===== src/rtl/nand_host_pkg.sv =====
// Purpose: Shared constants and types for the NAND host controller
// Assumes: 250 MHz system clock
// Notes: Command codes and timing counts live here
package nand_host_pkg;
   localparam logic [7:0] CMD_PTR_A = 8'h00;
   localparam logic [7:0] CMD_PTR_B = 8'h01;
   localparam logic [7:0] CMD_PTR_C = 8'h50;
   localparam logic [7:0] CMD_DATA_IN = 8'h80;
   localparam logic [7:0] CMD_PROG_GO = 8'h10;
   localparam logic [7:0] CMD_MP_NEXT = 8'h11;
   localparam logic [7:0] CMD_ERASE_SETUP = 8'h60;
   localparam logic [7:0] CMD_ERASE_GO = 8'hd0;
   localparam logic [7:0] CMD_MP_STATUS = 8'h71;
   localparam logic [7:0] CMD_STATUS = 8'h70;
   localparam logic [7:0] CMD_READ_ID = 8'h90;
   localparam int CLK_PERIOD_NS = 4;
   localparam int WE_LOW_NS = 25;
   localparam int WE_HIGH_NS = 15;
   localparam int WE_LOW_CYC = (WE_LOW_NS + CLK_PERIOD_NS - 1) / CLK_PERIOD_NS;
   localparam int WE_HIGH_CYC = (WE_HIGH_NS + CLK_PERIOD_NS - 1) / CLK_PERIOD_NS;
   localparam int WB_NS = 100;
   localparam int WB_CYC = (WB_NS + CLK_PERIOD_NS - 1) / CLK_PERIOD_NS;
   localparam int PLANE_LOAD_BUSY_MAX_NS = 10000;
   localparam int PLANE_LOAD_BUSY_CYC = PLANE_LOAD_BUSY_MAX_NS / CLK_PERIOD_NS;
   localparam int MAX_EXTRA_PLANES = 3;
   localparam int ID_BYTES = 4;
   localparam int ADDR_CYC_PROG = 4;
   localparam int ADDR_CYC_ERASE = 3;
   localparam int PAGE_BYTES = 528;
   localparam int CNT_W = 13;

   typedef enum logic [2:0] {
      OP_READ_PAGE,
      OP_PROGRAM,
      OP_ERASE,
      OP_READ_ID,
      OP_STATUS
   } op_t;

   typedef enum logic [1:0] {
      AREA_A,
      AREA_B,
      AREA_C
   } area_t;

   typedef struct packed {
      op_t op;
      area_t area;
      logic [7:0] column;
      logic [16:0] row;
      logic [1:0] planes_m1;
   } host_req_t;

   typedef struct packed {
      logic cle;
      logic ale;
      logic we_n;
      logic re_n;
      logic ce_n;
   } strobe_t;
endpackage : nand_host_pkg


===== src/rtl/nand_host_ctrl.sv =====
// Purpose: Host controller driving a NAND device through its strobes
// Assumes: Ready/busy and data inputs are asynchronous; x16 selected by parameter
// Notes: Data for programs streams in through valid/ready; reads stream out
// What this block does
// - Host issues 00h or 50h before 80h to program from A or C.
// - Host issues 01h immediately before 80h to program area B.
// - Word-wide host issues 00h or 50h before 80h for main or spare; area B still gets 01h, as at byte width.
// - Word-wide host drives upper data lines zero on command and address cycles.
// - Multi-plane program repeats load up to three times, waiting busy each load.
// - Multi-plane erase gives each plane's block address before D0h.
// - Program is 80h, four addresses, data, then 10h confirm.
// - Erase is 60h, three block addresses, then D0h confirm.
module nand_host_ctrl #(
   parameter int DATA_W = 8,
   parameter int PLANE_BUSY_CYC = nand_host_pkg::PLANE_LOAD_BUSY_CYC
) (
   input wire logic clk_sys_in,
   input wire logic sys_rst_in,
   input wire logic req_valid_in,
   input wire nand_host_pkg::host_req_t req_in,
   output logic req_ready_out,
   input wire logic wr_valid_in,
   input wire logic [DATA_W-1:0] wr_data_in,
   output logic wr_ready_out,
   input wire logic wr_last_in,
   output logic rd_valid_out,
   output logic [DATA_W-1:0] rd_data_out,
   output logic done_out,
   output logic fail_out,
   output nand_host_pkg::strobe_t strobe_out,
   output logic [DATA_W-1:0] io_out,
   output logic io_oe_out,
   input wire logic [DATA_W-1:0] io_in,
   input wire logic ready_busy_in
);
   initial begin
      if (DATA_W != 8 && DATA_W != 16) $error("DATA_W must be 8 or 16");
      if (PLANE_BUSY_CYC < 1) $error("PLANE_BUSY_CYC must be positive");
   end

   typedef enum logic [3:0] {
      S_IDLE, S_PTR, S_CMD, S_ADDR, S_DATA_W, S_CONFIRM, S_WAIT_BUSY,
      S_STATUS_CMD, S_READ, S_DONE
   } st_t;

   st_t st_q, st_d;
   nand_host_pkg::host_req_t req_q, req_d;
   logic [nand_host_pkg::CNT_W-1:0] cnt_q, cnt_d;
   logic [1:0] plane_q, plane_d;
   logic [2:0] addr_q, addr_d;
   logic [7:0] cmd_q, cmd_d;
   logic ph_q, ph_d;
   logic ale_q, ale_d, cle_q, cle_d, ce_n_q, ce_n_d, oe_q, oe_d;
   logic [DATA_W-1:0] io_q, io_d, rdd_q, rdd_d;
   logic rdv_q, rdv_d, done_q, done_d, fail_q, fail_d, rrdy_q, rrdy_d;
   logic wrdy_q, wrdy_d;
   logic rb_s1_q, rb_s2_q;
   logic [DATA_W-1:0] io_s1_q, io_s2_q;
   logic cy_start, cy_read, cy_we_n, cy_re_n, cy_busy, cy_done;

   nand_cycle_gen u_cycle (
      .clk_sys_in(clk_sys_in),
      .sys_rst_in(sys_rst_in),
      .start_in(cy_start),
      .is_read_in(cy_read),
      .we_n_out(cy_we_n),
      .re_n_out(cy_re_n),
      .busy_out(cy_busy),
      .done_out(cy_done)
   );

   // Pointer command for an area; upper lines zero on command cycles
   function automatic logic [7:0] ptr_cmd(input nand_host_pkg::area_t a);
      unique case (a)
         nand_host_pkg::AREA_A: ptr_cmd = nand_host_pkg::CMD_PTR_A;
         nand_host_pkg::AREA_B: ptr_cmd = nand_host_pkg::CMD_PTR_B;
         default: ptr_cmd = nand_host_pkg::CMD_PTR_C;
      endcase
   endfunction : ptr_cmd

   function automatic logic [7:0] addr_byte(input nand_host_pkg::host_req_t r,
                                            input logic [2:0] i,
                                            input logic skip_col);
      logic [2:0] k;
      k = skip_col ? i + 3'd1 : i;
      unique case (k)
         3'd0: addr_byte = r.column;
         3'd1: addr_byte = {r.row[5:0], 2'(0) | r.planes_m1 & 2'b00};
         3'd2: addr_byte = r.row[13:6];
         default: addr_byte = {5'h00, r.row[16:14]};
      endcase
   endfunction : addr_byte

   always_comb begin
      st_d = st_q;
      req_d = req_q;
      cnt_d = cnt_q;
      plane_d = plane_q;
      addr_d = addr_q;
      cmd_d = cmd_q;
      ph_d = ph_q;
      ale_d = ale_q;
      cle_d = cle_q;
      ce_n_d = ce_n_q;
      oe_d = oe_q;
      io_d = io_q;
      rdd_d = rdd_q;
      rdv_d = 1'b0;
      done_d = 1'b0;
      fail_d = fail_q;
      rrdy_d = 1'b0;
      wrdy_d = 1'b0;
      cy_start = 1'b0;
      cy_read = 1'b0;
      unique case (st_q)
         S_IDLE: begin
            ce_n_d = 1'b1;
            oe_d = 1'b0;
            cle_d = 1'b0;
            ale_d = 1'b0;
            rrdy_d = !rrdy_q;
            if (req_valid_in && rrdy_q) begin
               req_d = req_in;
               rrdy_d = 1'b0;
               plane_d = 2'd0;
               ce_n_d = 1'b0;
               ph_d = 1'b0;
               st_d = (req_in.op == nand_host_pkg::OP_PROGRAM ||
                       req_in.op == nand_host_pkg::OP_READ_PAGE) ? S_PTR : S_CMD;
            end
         end
         S_PTR: begin
            // Pointer goes right before the data-input command, or before the addresses on a page read
            cmd_d = ptr_cmd(req_q.area);
            st_d = S_CMD;
            ph_d = 1'b1;
         end
         S_CMD: begin
            if (!cy_busy && !cy_done) begin
               cle_d = 1'b1;
               ale_d = 1'b0;
               oe_d = 1'b1;
               io_d = '0;
               if (ph_q) begin
                  io_d[7:0] = cmd_q;
               end else begin
                  unique case (req_q.op)
                     nand_host_pkg::OP_PROGRAM: io_d[7:0] = nand_host_pkg::CMD_DATA_IN;
                     nand_host_pkg::OP_ERASE: io_d[7:0] = nand_host_pkg::CMD_ERASE_SETUP;
                     nand_host_pkg::OP_READ_ID: io_d[7:0] = nand_host_pkg::CMD_READ_ID;
                     nand_host_pkg::OP_STATUS: io_d[7:0] = nand_host_pkg::CMD_MP_STATUS;
                     default: io_d[7:0] = cmd_q;
                  endcase
               end
               cy_start = 1'b1;
            end else if (cy_done) begin
               cle_d = 1'b0;
               addr_d = 3'd0;
               if (ph_q && req_q.op == nand_host_pkg::OP_PROGRAM) begin
                  ph_d = 1'b0;
               end else begin
                  ph_d = 1'b0;
                  st_d = (req_q.op == nand_host_pkg::OP_STATUS) ? S_WAIT_BUSY : S_ADDR;
                  cnt_d = nand_host_pkg::CNT_W'(nand_host_pkg::WB_CYC);
               end
            end
         end
         S_ADDR: begin
            if (!cy_busy && !cy_done) begin
               ale_d = 1'b1;
               oe_d = 1'b1;
               io_d = '0;
               io_d[7:0] = addr_byte(req_q, addr_q, req_q.op == nand_host_pkg::OP_ERASE);
               cy_start = 1'b1;
            end else if (cy_done) begin
               addr_d = addr_q + 3'd1;
               if ((req_q.op == nand_host_pkg::OP_READ_ID) ||
                   (req_q.op == nand_host_pkg::OP_ERASE &&
                    addr_q == 3'(nand_host_pkg::ADDR_CYC_ERASE - 1)) ||
                   (addr_q == 3'(nand_host_pkg::ADDR_CYC_PROG - 1))) begin
                  ale_d = 1'b0;
                  cnt_d = '0;
                  unique case (req_q.op)
                     nand_host_pkg::OP_PROGRAM: st_d = S_DATA_W;
                     nand_host_pkg::OP_ERASE: begin
                        // Repeat block address per plane before confirm
                        if (plane_q != req_q.planes_m1) begin
                           plane_d = plane_q + 2'd1;
                           req_d.row = req_q.row + 17'h00020;
                           st_d = S_CMD;
                        end else begin
                           st_d = S_CONFIRM;
                        end
                     end
                     nand_host_pkg::OP_READ_ID: begin
                        st_d = S_READ;
                        cnt_d = nand_host_pkg::CNT_W'(nand_host_pkg::ID_BYTES);
                     end
                     default: begin
                        st_d = S_WAIT_BUSY;
                        cnt_d = nand_host_pkg::CNT_W'(nand_host_pkg::WB_CYC);
                     end
                  endcase
               end
            end
         end
         S_DATA_W: begin
            // Chip enable dropped while the source stalls
            ce_n_d = !(wr_valid_in || cy_busy);
            if (!cy_busy && !cy_done && wr_valid_in && !wrdy_q) begin
               oe_d = 1'b1;
               io_d = wr_data_in;
               wrdy_d = 1'b1;
               ph_d = wr_last_in || cnt_q == nand_host_pkg::CNT_W'(nand_host_pkg::PAGE_BYTES - 1);
               cy_start = 1'b1;
            end else if (cy_done) begin
               cnt_d = cnt_q + 1'b1;
               if (ph_q) begin
                  ph_d = 1'b0;
                  ce_n_d = 1'b0;
                  st_d = S_CONFIRM;
               end
            end
         end
         S_CONFIRM: begin
            ce_n_d = 1'b0;
            if (!cy_busy && !cy_done) begin
               cle_d = 1'b1;
               oe_d = 1'b1;
               io_d = '0;
               if (req_q.op == nand_host_pkg::OP_ERASE) begin
                  io_d[7:0] = nand_host_pkg::CMD_ERASE_GO;
               end else if (plane_q != req_q.planes_m1) begin
                  io_d[7:0] = nand_host_pkg::CMD_MP_NEXT;
               end else begin
                  io_d[7:0] = nand_host_pkg::CMD_PROG_GO;
               end
               cy_start = 1'b1;
            end else if (cy_done) begin
               cle_d = 1'b0;
               cnt_d = nand_host_pkg::CNT_W'(nand_host_pkg::WB_CYC);
               st_d = S_WAIT_BUSY;
            end
         end
         S_WAIT_BUSY: begin
            oe_d = 1'b0;
            if (cnt_q != '0) begin
               cnt_d = cnt_q - 1'b1;
            end else if (rb_s2_q) begin
               if (req_q.op == nand_host_pkg::OP_PROGRAM && plane_q != req_q.planes_m1) begin
                  // Short load busy before the next plane
                  plane_d = plane_q + 2'd1;
                  req_d.row = req_q.row + 17'h00020;
                  st_d = S_CMD;
               end else if (req_q.op == nand_host_pkg::OP_READ_PAGE) begin
                  st_d = S_READ;
                  cnt_d = nand_host_pkg::CNT_W'(nand_host_pkg::PAGE_BYTES);
               end else if (req_q.op == nand_host_pkg::OP_PROGRAM ||
                            req_q.op == nand_host_pkg::OP_ERASE) begin
                  st_d = S_STATUS_CMD;
               end else begin
                  st_d = S_READ;
                  cnt_d = nand_host_pkg::CNT_W'(1);
               end
            end
         end
         S_STATUS_CMD: begin
            if (!cy_busy && !cy_done) begin
               cle_d = 1'b1;
               oe_d = 1'b1;
               io_d = '0;
               io_d[7:0] = (req_q.planes_m1 != 2'd0) ? nand_host_pkg::CMD_MP_STATUS
                                                     : nand_host_pkg::CMD_STATUS;
               cy_start = 1'b1;
            end else if (cy_done) begin
               cle_d = 1'b0;
               oe_d = 1'b0;
               st_d = S_READ;
               cnt_d = nand_host_pkg::CNT_W'(1);
               ph_d = 1'b1;
            end
         end
         S_READ: begin
            oe_d = 1'b0;
            // Chip enable stays low between read strobes until the last one ends
            ce_n_d = !(cy_busy || cnt_q != '0);
            if (!cy_busy && !cy_done && cnt_q != '0) begin
               cy_start = 1'b1;
               cy_read = 1'b1;
            end else if (cy_done) begin
               rdd_d = io_s2_q;
               rdv_d = 1'b1;
               cnt_d = cnt_q - 1'b1;
               if (ph_q) begin
                  fail_d = io_s2_q[0];
               end
               if (cnt_q == nand_host_pkg::CNT_W'(1)) begin
                  st_d = S_DONE;
               end
            end
         end
         default: begin
            done_d = 1'b1;
            ph_d = 1'b0;
            ce_n_d = 1'b1;
            st_d = S_IDLE;
         end
      endcase
   end

   always_ff @(posedge clk_sys_in) begin
      if (sys_rst_in) begin
         st_q <= S_IDLE;
         req_q <= '0;
         cnt_q <= '0;
         plane_q <= 2'd0;
         addr_q <= 3'd0;
         cmd_q <= nand_host_pkg::CMD_PTR_A;
         ph_q <= 1'b0;
         ale_q <= 1'b0;
         cle_q <= 1'b0;
         ce_n_q <= 1'b1;
         oe_q <= 1'b0;
         io_q <= '0;
         rdd_q <= '0;
         rdv_q <= 1'b0;
         done_q <= 1'b0;
         fail_q <= 1'b0;
         rrdy_q <= 1'b0;
         wrdy_q <= 1'b0;
         rb_s1_q <= 1'b0;
         rb_s2_q <= 1'b0;
         io_s1_q <= '0;
         io_s2_q <= '0;
      end else begin
         st_q <= st_d;
         req_q <= req_d;
         cnt_q <= cnt_d;
         plane_q <= plane_d;
         addr_q <= addr_d;
         cmd_q <= cmd_d;
         ph_q <= ph_d;
         ale_q <= ale_d;
         cle_q <= cle_d;
         ce_n_q <= ce_n_d;
         oe_q <= oe_d;
         io_q <= io_d;
         rdd_q <= rdd_d;
         rdv_q <= rdv_d;
         done_q <= done_d;
         fail_q <= fail_d;
         rrdy_q <= rrdy_d;
         wrdy_q <= wrdy_d;
         rb_s1_q <= ready_busy_in;
         rb_s2_q <= rb_s1_q;
         io_s1_q <= io_in;
         io_s2_q <= io_s1_q;
      end
   end

   assign req_ready_out = rrdy_q;
   assign wr_ready_out = wrdy_q;
   assign rd_valid_out = rdv_q;
   assign rd_data_out = rdd_q;
   assign done_out = done_q;
   assign fail_out = fail_q;
   assign io_out = io_q;
   assign io_oe_out = oe_q;
   assign strobe_out = '{cle: cle_q, ale: ale_q, we_n: cy_we_n, re_n: cy_re_n, ce_n: ce_n_q};
endmodule : nand_host_ctrl


===== src/rtl/nand_cycle_gen.sv =====
// Purpose: Generates one write or read strobe cycle on the NAND pins
// Assumes: Caller holds cle, ale and data steady while busy
// Notes: Write low and high times are rounded up to whole cycles
module nand_cycle_gen (
   input wire logic clk_sys_in,
   input wire logic sys_rst_in,
   input wire logic start_in,
   input wire logic is_read_in,
   output logic we_n_out,
   output logic re_n_out,
   output logic busy_out,
   output logic done_out
);
   typedef enum logic [1:0] {CY_IDLE, CY_LOW, CY_HIGH} cy_state_t;
   cy_state_t st_q, st_d;
   logic [7:0] cnt_q, cnt_d;
   logic we_n_q, we_n_d, re_n_q, re_n_d, rd_q, rd_d, done_q, done_d;

   always_comb begin
      st_d = st_q;
      cnt_d = cnt_q;
      we_n_d = we_n_q;
      re_n_d = re_n_q;
      rd_d = rd_q;
      done_d = 1'b0;
      unique case (st_q)
         CY_IDLE: begin
            if (start_in) begin
               st_d = CY_LOW;
               rd_d = is_read_in;
               cnt_d = 8'(nand_host_pkg::WE_LOW_CYC - 1);
               we_n_d = is_read_in;
               re_n_d = !is_read_in;
            end
         end
         CY_LOW: begin
            if (cnt_q == 8'h00) begin
               st_d = CY_HIGH;
               cnt_d = 8'(nand_host_pkg::WE_HIGH_CYC - 1);
               we_n_d = 1'b1;
               re_n_d = 1'b1;
            end else begin
               cnt_d = cnt_q - 8'h01;
            end
         end
         CY_HIGH: begin
            if (cnt_q == 8'h00) begin
               st_d = CY_IDLE;
               done_d = 1'b1;
            end else begin
               cnt_d = cnt_q - 8'h01;
            end
         end
      endcase
   end

   always_ff @(posedge clk_sys_in) begin
      if (sys_rst_in) begin
         st_q <= CY_IDLE;
         cnt_q <= 8'h00;
         we_n_q <= 1'b1;
         re_n_q <= 1'b1;
         rd_q <= 1'b0;
         done_q <= 1'b0;
      end else begin
         st_q <= st_d;
         cnt_q <= cnt_d;
         we_n_q <= we_n_d;
         re_n_q <= re_n_d;
         rd_q <= rd_d;
         done_q <= done_d;
      end
   end

   assign we_n_out = we_n_q;
   assign re_n_out = re_n_q;
   assign busy_out = (st_q != CY_IDLE);
   assign done_out = done_q;
endmodule : nand_cycle_gen


===== config.mk =====
export PLATFORM = sky130hd
export DESIGN_NAME = nand_host_ctrl
export DESIGN_NICKNAME = d
export VERILOG_FILES = /design/src/rtl/nand_host_pkg.sv /design/src/rtl/nand_host_ctrl.sv /design/src/rtl/nand_cycle_gen.sv
export SDC_FILE = /design/constraint.sdc
export NUM_CORES = 1
export LEC_CHECK = 0
export BUFFER_PORTS_ARGS = -buffer_cell sky130_fd_sc_hd__buf_2
export CELL_PAD_IN_SITES_DETAIL_PLACEMENT = 1
export CELL_PAD_IN_SITES_GLOBAL_PLACEMENT = 2
export CORE_MARGIN = 2
export CORE_UTILIZATION = 31
export DETAILED_ROUTE_END_ITERATION = 12
export PLACE_DENSITY = 0.81
export RECOVER_POWER = 100
export SLEW_MARGIN = 40
export SYNTH_ARGS = -nofsm -noshare
export SYNTH_HDL_FRONTEND = slang
export SYNTH_SLANG_ARGS = --single-unit

===== constraint.sdc =====
create_clock -name clk_sys_in -period 2.25 [get_ports clk_sys_in]
set_input_delay 0 -clock clk_sys_in [delete_from_list [all_inputs] [get_ports clk_sys_in]]
set_output_delay 0 -clock clk_sys_in [all_outputs]
set_load 0.02 [all_outputs]

==> impl_table.tex <==
\begin{tabular}{lr}
\hline
Metric & Value \\
\hline
\multicolumn{2}{l}{\textbf{Run status}} \\
\quad Run status & finished, final reports clean \\
\multicolumn{2}{l}{\textbf{Floorplan}} \\
\quad Core area & 21200 µm² \\
\quad Initial Utilization & 31.9\% \\
\quad Number of I/O pins & 81 \\
\quad Chip Height & 151 µm \\
\quad Die outline width & 151 µm \\
\quad Row count & 53 \\
\quad Area of the die & 23000 µm² \\
\multicolumn{2}{l}{\textbf{Worst hold path}} \\
\quad Class of the most critical hold timing path & input pin to flip-flop \\
\quad Hold path startpoint & wr\_data\_in[6] \\
\multicolumn{2}{l}{\textbf{Setup path}} \\
\quad Data required time of the critical path & 2.56 ns \\
\quad Crit-path max cell delay & 0.38 ns \\
\quad Cell-by-cell listing of the critical path & buf\_4, o21bai\_1, a21oi\_1, nand2\_1, a311oi\_2, o21ai\_0, o211a\_1 \\
\quad Data arrival time of the critical path & 2.46 ns \\
\quad Timing startpoint of the critical path & st\_q[3]\$\_SDFFE\_PP0P\_ \\
\quad Crit Path Category & flip-flop to flip-flop \\
\quad Family with the most delay on the worst path & compound AO/OA/AOI/OAI gates \\
\quad Reg-to-reg critical path startpoint & st\_q[3]\$\_SDFFE\_PP0P\_ \\
\quad Buffers plus inverters on the worst setup path & 1 \\
\quad Highest fanout seen on the critical path & 7 \\
\quad Endpoint class of the critical path & flip-flop \\
\quad Startpoint types & flip-flop \\
\quad Standard cell with the maximum stage delay on the critical path & sky130\_fd\_sc\_hd\_\_dfxtp\_1 \\
\multicolumn{2}{l}{\textbf{Logic synthesis}} \\
\quad Synthesized area & 6740 µm² \\
\quad Number of synthesized flops with an enable pin & 0 \\
\quad Count of warnings emitted by yosys & 0 \\
\quad Part of the Yosys area used for sequential elements & 33.5\% \\
\quad Top flip-flop cell by instance count after synthesis & sky130\_fd\_sc\_hd\_\_dfxtp\_1 \\
\quad Post-Syn Instances & 882 \\
\quad Post-synth cell types & 80 \\
\quad FFs w/ async S/R, synth & 0\% \\
\quad Net count after synthesis & 949 \\
\quad Post-Syn Area per Cell & 7.65 µm² \\
\quad Flip-flop and latch count after synthesis & 113 \\
\multicolumn{2}{l}{\textbf{Route}} \\
\quad Antenna Nets Post-Route & 0 \\
\quad 1st-pass router iterations & 4 \\
\quad Vias & 7440 \\
\quad Average wire per cell in the routed design & 18.6 µm \\
\quad DRC & 0 \\
\quad Post-DR vias/cell & 5.49 \\
\quad Total detailed-routing wirelength & 25200 µm \\
\quad Count of routing violations after the opening detailed-route iteration & 413 \\
\multicolumn{2}{l}{\textbf{GRT}} \\
\quad Overall overflow remaining after global route & 0 \\
\quad Maximum number of pins on one net before global-route repair & 44 \\
\quad GR Util All Layers & 22.1\% \\
\quad Via count of the first global-routing pass & 7395 \\
\quad Number of antenna violations at the first check in global routing & 0 \\
\quad Global-route wire length before repair & 39800 µm \\
\multicolumn{2}{l}{\textbf{STA}} \\
\quad Sum of negative setup slack & 0 ns \\
\quad Max-slew violation total from the final report & 0 \\
\quad Relative slew margins & 39.5\% \\
\quad Highest clock frequency the design can meet & 464 MHz \\
\quad Final setup violation count & 0 \\
\quad Worst slew pin tran & 0.907 ns \\
\quad Least setup slack across all paths after layout & 0.0956 ns \\
\quad Period utilization & 95.8\% \\
\quad Worst hold margin & 0.0710 ns \\
\quad Shortest period the worst path allows & 2.15 ns \\
\quad Final Skew & 0.00854 ns \\
\quad Final hold violation count & 0 \\
\multicolumn{2}{l}{\textbf{Clock tree}} \\
\quad Largest buffer count on any clock path & 2 \\
\quad Clk Tree Root Cell & sky130\_fd\_sc\_hd\_\_clkbuf\_16 \\
\quad Clock tree from TritonCTS & built \\
\quad \# H-tree levels & 4 \\
\quad Post-CTS clock slew at the launch and capture registers of the worst setup and hold paths & 0.06 ns \\
\quad Clock sink count & 113 \\
\quad Clock insertion delay at the later pin of the skew report & 0.42 ns \\
\quad Inserted Clock Buffers & 17 \\
\multicolumn{2}{l}{\textbf{Finish}} \\
\quad Fraction of layout instances using a drive strength above 1 & 22.4\% \\
\quad Number of nets in the layout & 1134 \\
\quad Area taken by flip-flops and latches & 2270 µm² \\
\quad Highest-count cells in the layout ignoring fill and taps & sky130\_fd\_sc\_hd\_\_nand2\_1, sky130\_fd\_sc\_hd\_\_dfxtp\_1, sky130\_fd\_sc\_hd\_\_buf\_4, sky130\_fd\_sc\_hd\_\_a21oi\_1, sky130\_fd\_sc\_hd\_\_o21ai\_0 \\
\quad Number of diodes & 0 \\
\quad Most common library cell in the layout ignoring fill and taps & sky130\_fd\_sc\_hd\_\_nand2\_1 \\
\quad Finished Core Util & 43.0\% \\
\quad Area of all placed cells without fillers & 9090 µm² \\
\quad Filler Cell Count & 2597 \\
\quad Total area of multi-input combinational cells & 4150 µm² \\
\quad Layout Area Growth over Synthesis & 34.8\% \\
\multicolumn{2}{l}{\textbf{Placement}} \\
\quad Routability congestion estimate & 0.853 \\
\quad Half-perimeter wire length of the detailed placement result & 18200 µm \\
\quad Standard cell area after detailed placement & 8060 µm² \\
\quad Worst slack at placement & -0.0374 ns \\
\quad PortBufs & 80 \\
\multicolumn{2}{l}{\textbf{Power and ir drop}} \\
\quad Maximum resistive drop on vdd & 558 µV \\
\quad Power density over the cells & 1030 nW/µm² \\
\quad Leakage power summed over all cells & 3.45 nW \\
\multicolumn{2}{l}{\textbf{Run}} \\
\quad MaxCap Viol Count & 0 \\
\hline
\end{tabular}
==> synthesized netlist by cell type, types with 6 or more instances <==
cell                        count  share of area [%]
sky130_fd_sc_hd__a21oi_1      101                7.5
sky130_fd_sc_hd__buf_2         19                1.4
sky130_fd_sc_hd__a31oi_1        7               0.65
sky130_fd_sc_hd__a2bb2oi_1      7               0.91
sky130_fd_sc_hd__a211oi_1       9                1.0
sky130_fd_sc_hd__inv_1         16               0.89
sky130_fd_sc_hd__and3_1        12                1.1
sky130_fd_sc_hd__o21ai_0       62                4.6
sky130_fd_sc_hd__nand2b_1      14                1.3
sky130_fd_sc_hd__nand4_1        8               0.74
sky130_fd_sc_hd__nor2_1        57                3.2
sky130_fd_sc_hd__a221oi_1       9                1.2
sky130_fd_sc_hd__nand2_1      120                6.7
sky130_fd_sc_hd__nor3_1        32                2.4
sky130_fd_sc_hd__nor2b_1       32                3.0
sky130_fd_sc_hd__a311oi_1       7               0.91
sky130_fd_sc_hd__o21a_1         6               0.67
sky130_fd_sc_hd__nor4_1         8               0.74
sky130_fd_sc_hd__buf_4          7               0.78
sky130_fd_sc_hd__dfxtp_1      113                 34
sky130_fd_sc_hd__ha_1          13                2.4
sky130_fd_sc_hd__xnor2_1       11                1.4
sky130_fd_sc_hd__nand3_1       26                1.9
sky130_fd_sc_hd__clkbuf_1      44                2.4
sky130_fd_sc_hd__mux2i_1       14                2.1
==> sequential cells by signal, indices dropped and copies added (netlist names), 2 cells and up <==
signal	flops
addr_q	3
io_s1_q	8
cnt_q	13
io_out	8
plane_q	2
io_s2_q	8
cmd_q	2
st_q	4
rd_data_out	8
req_q	32
u_cycle.cnt_q	8
u_cycle.st_q	2
==> kinds of logic after synthesis <==
logic type      synth area share [%]
fa+ha+maj                       2.41
xor+xnor                        1.56
flops                           33.5
simple gates                    27.2
mux                             2.24
compound gates                  27.1
buf+inv                         5.99
==> report_power, final <==
| part | leakage (nW) | internal, mW | switching [mW] | total (mW) |
|---|---|---|---|---|
| logic | 2.26 | 1.78 | 2.40 | 4.18 |
| clock network | 0.276 | 1.55 | 1.14 | 2.69 |
| registers | 0.920 | 2.24 | 0.253 | 2.49 |
==> through the flow <==
stage          total power, mW  cells
5_1_grt                   9.89   1355
4_1_cts                   9.33   1355
2_1_floorplan             4.96    882
3_5_place_dp              6.54   1279
6_report                  9.36   1355
3_3_place_gp              6.48   1279
==> layout make-up <==
| class | instances | area share, % |
|---|---|---|
| Tap cell | 275 | 3.79 |
| Timing Repair Buffer | 240 | 18.7 |
| Inverter | 16 | 0.661 |
| Clock buffer | 17 | 4.68 |
| Clock inverter | 15 | 1.65 |
| Multi-Input combinational cell | 679 | 45.6 |
| Sequential cell | 113 | 24.9 |
==> final timing paths <==
kind / to / slack (ns) / cells past startpoint
worst max-delay path: io_out[7]$_SDFFE_PP0P_ / 0.1 / 7
worst min-delay path: io_out[6]$_SDFFE_PP0P_ / 0.07 / 5
worst max register to register: io_out[7]$_SDFFE_PP0P_ / 0.1 / 7
worst min register to register: rd_data_out[3]$_SDFFE_PP0P_ / 0.44 / 2
==> layer usage <==
layer	wire length [µm]	global-route usage [%]
met1	11600	29.6
met2	11900	36.1
met3	1030	3.59
met4	626	7.92
met5	0	0
==> worst register-to-register path: stages (launching register included) <==
cell and delay, ns:
sky130_fd_sc_hd__dfxtp_1 0.38, sky130_fd_sc_hd__buf_4 0.17, sky130_fd_sc_hd__o21bai_1 0.27, sky130_fd_sc_hd__a21oi_1 0.24, sky130_fd_sc_hd__nand2_1 0.31, sky130_fd_sc_hd__a311oi_2 0.34
sky130_fd_sc_hd__o21ai_0 0.18, sky130_fd_sc_hd__o211a_1 0.16
==> what timing repair did <==
action / 4_1_cts / 5_1_grt
hold buffers: 44 / 0
hold endpoints to repair: 52 / 0
setup endpoints to repair: 10 / 47
resized for setup: 2 / 19
pin swaps: 0 / 4
buffers inserted: 0 / 0
No activity file was read; power rests on OpenSTA's default activity.
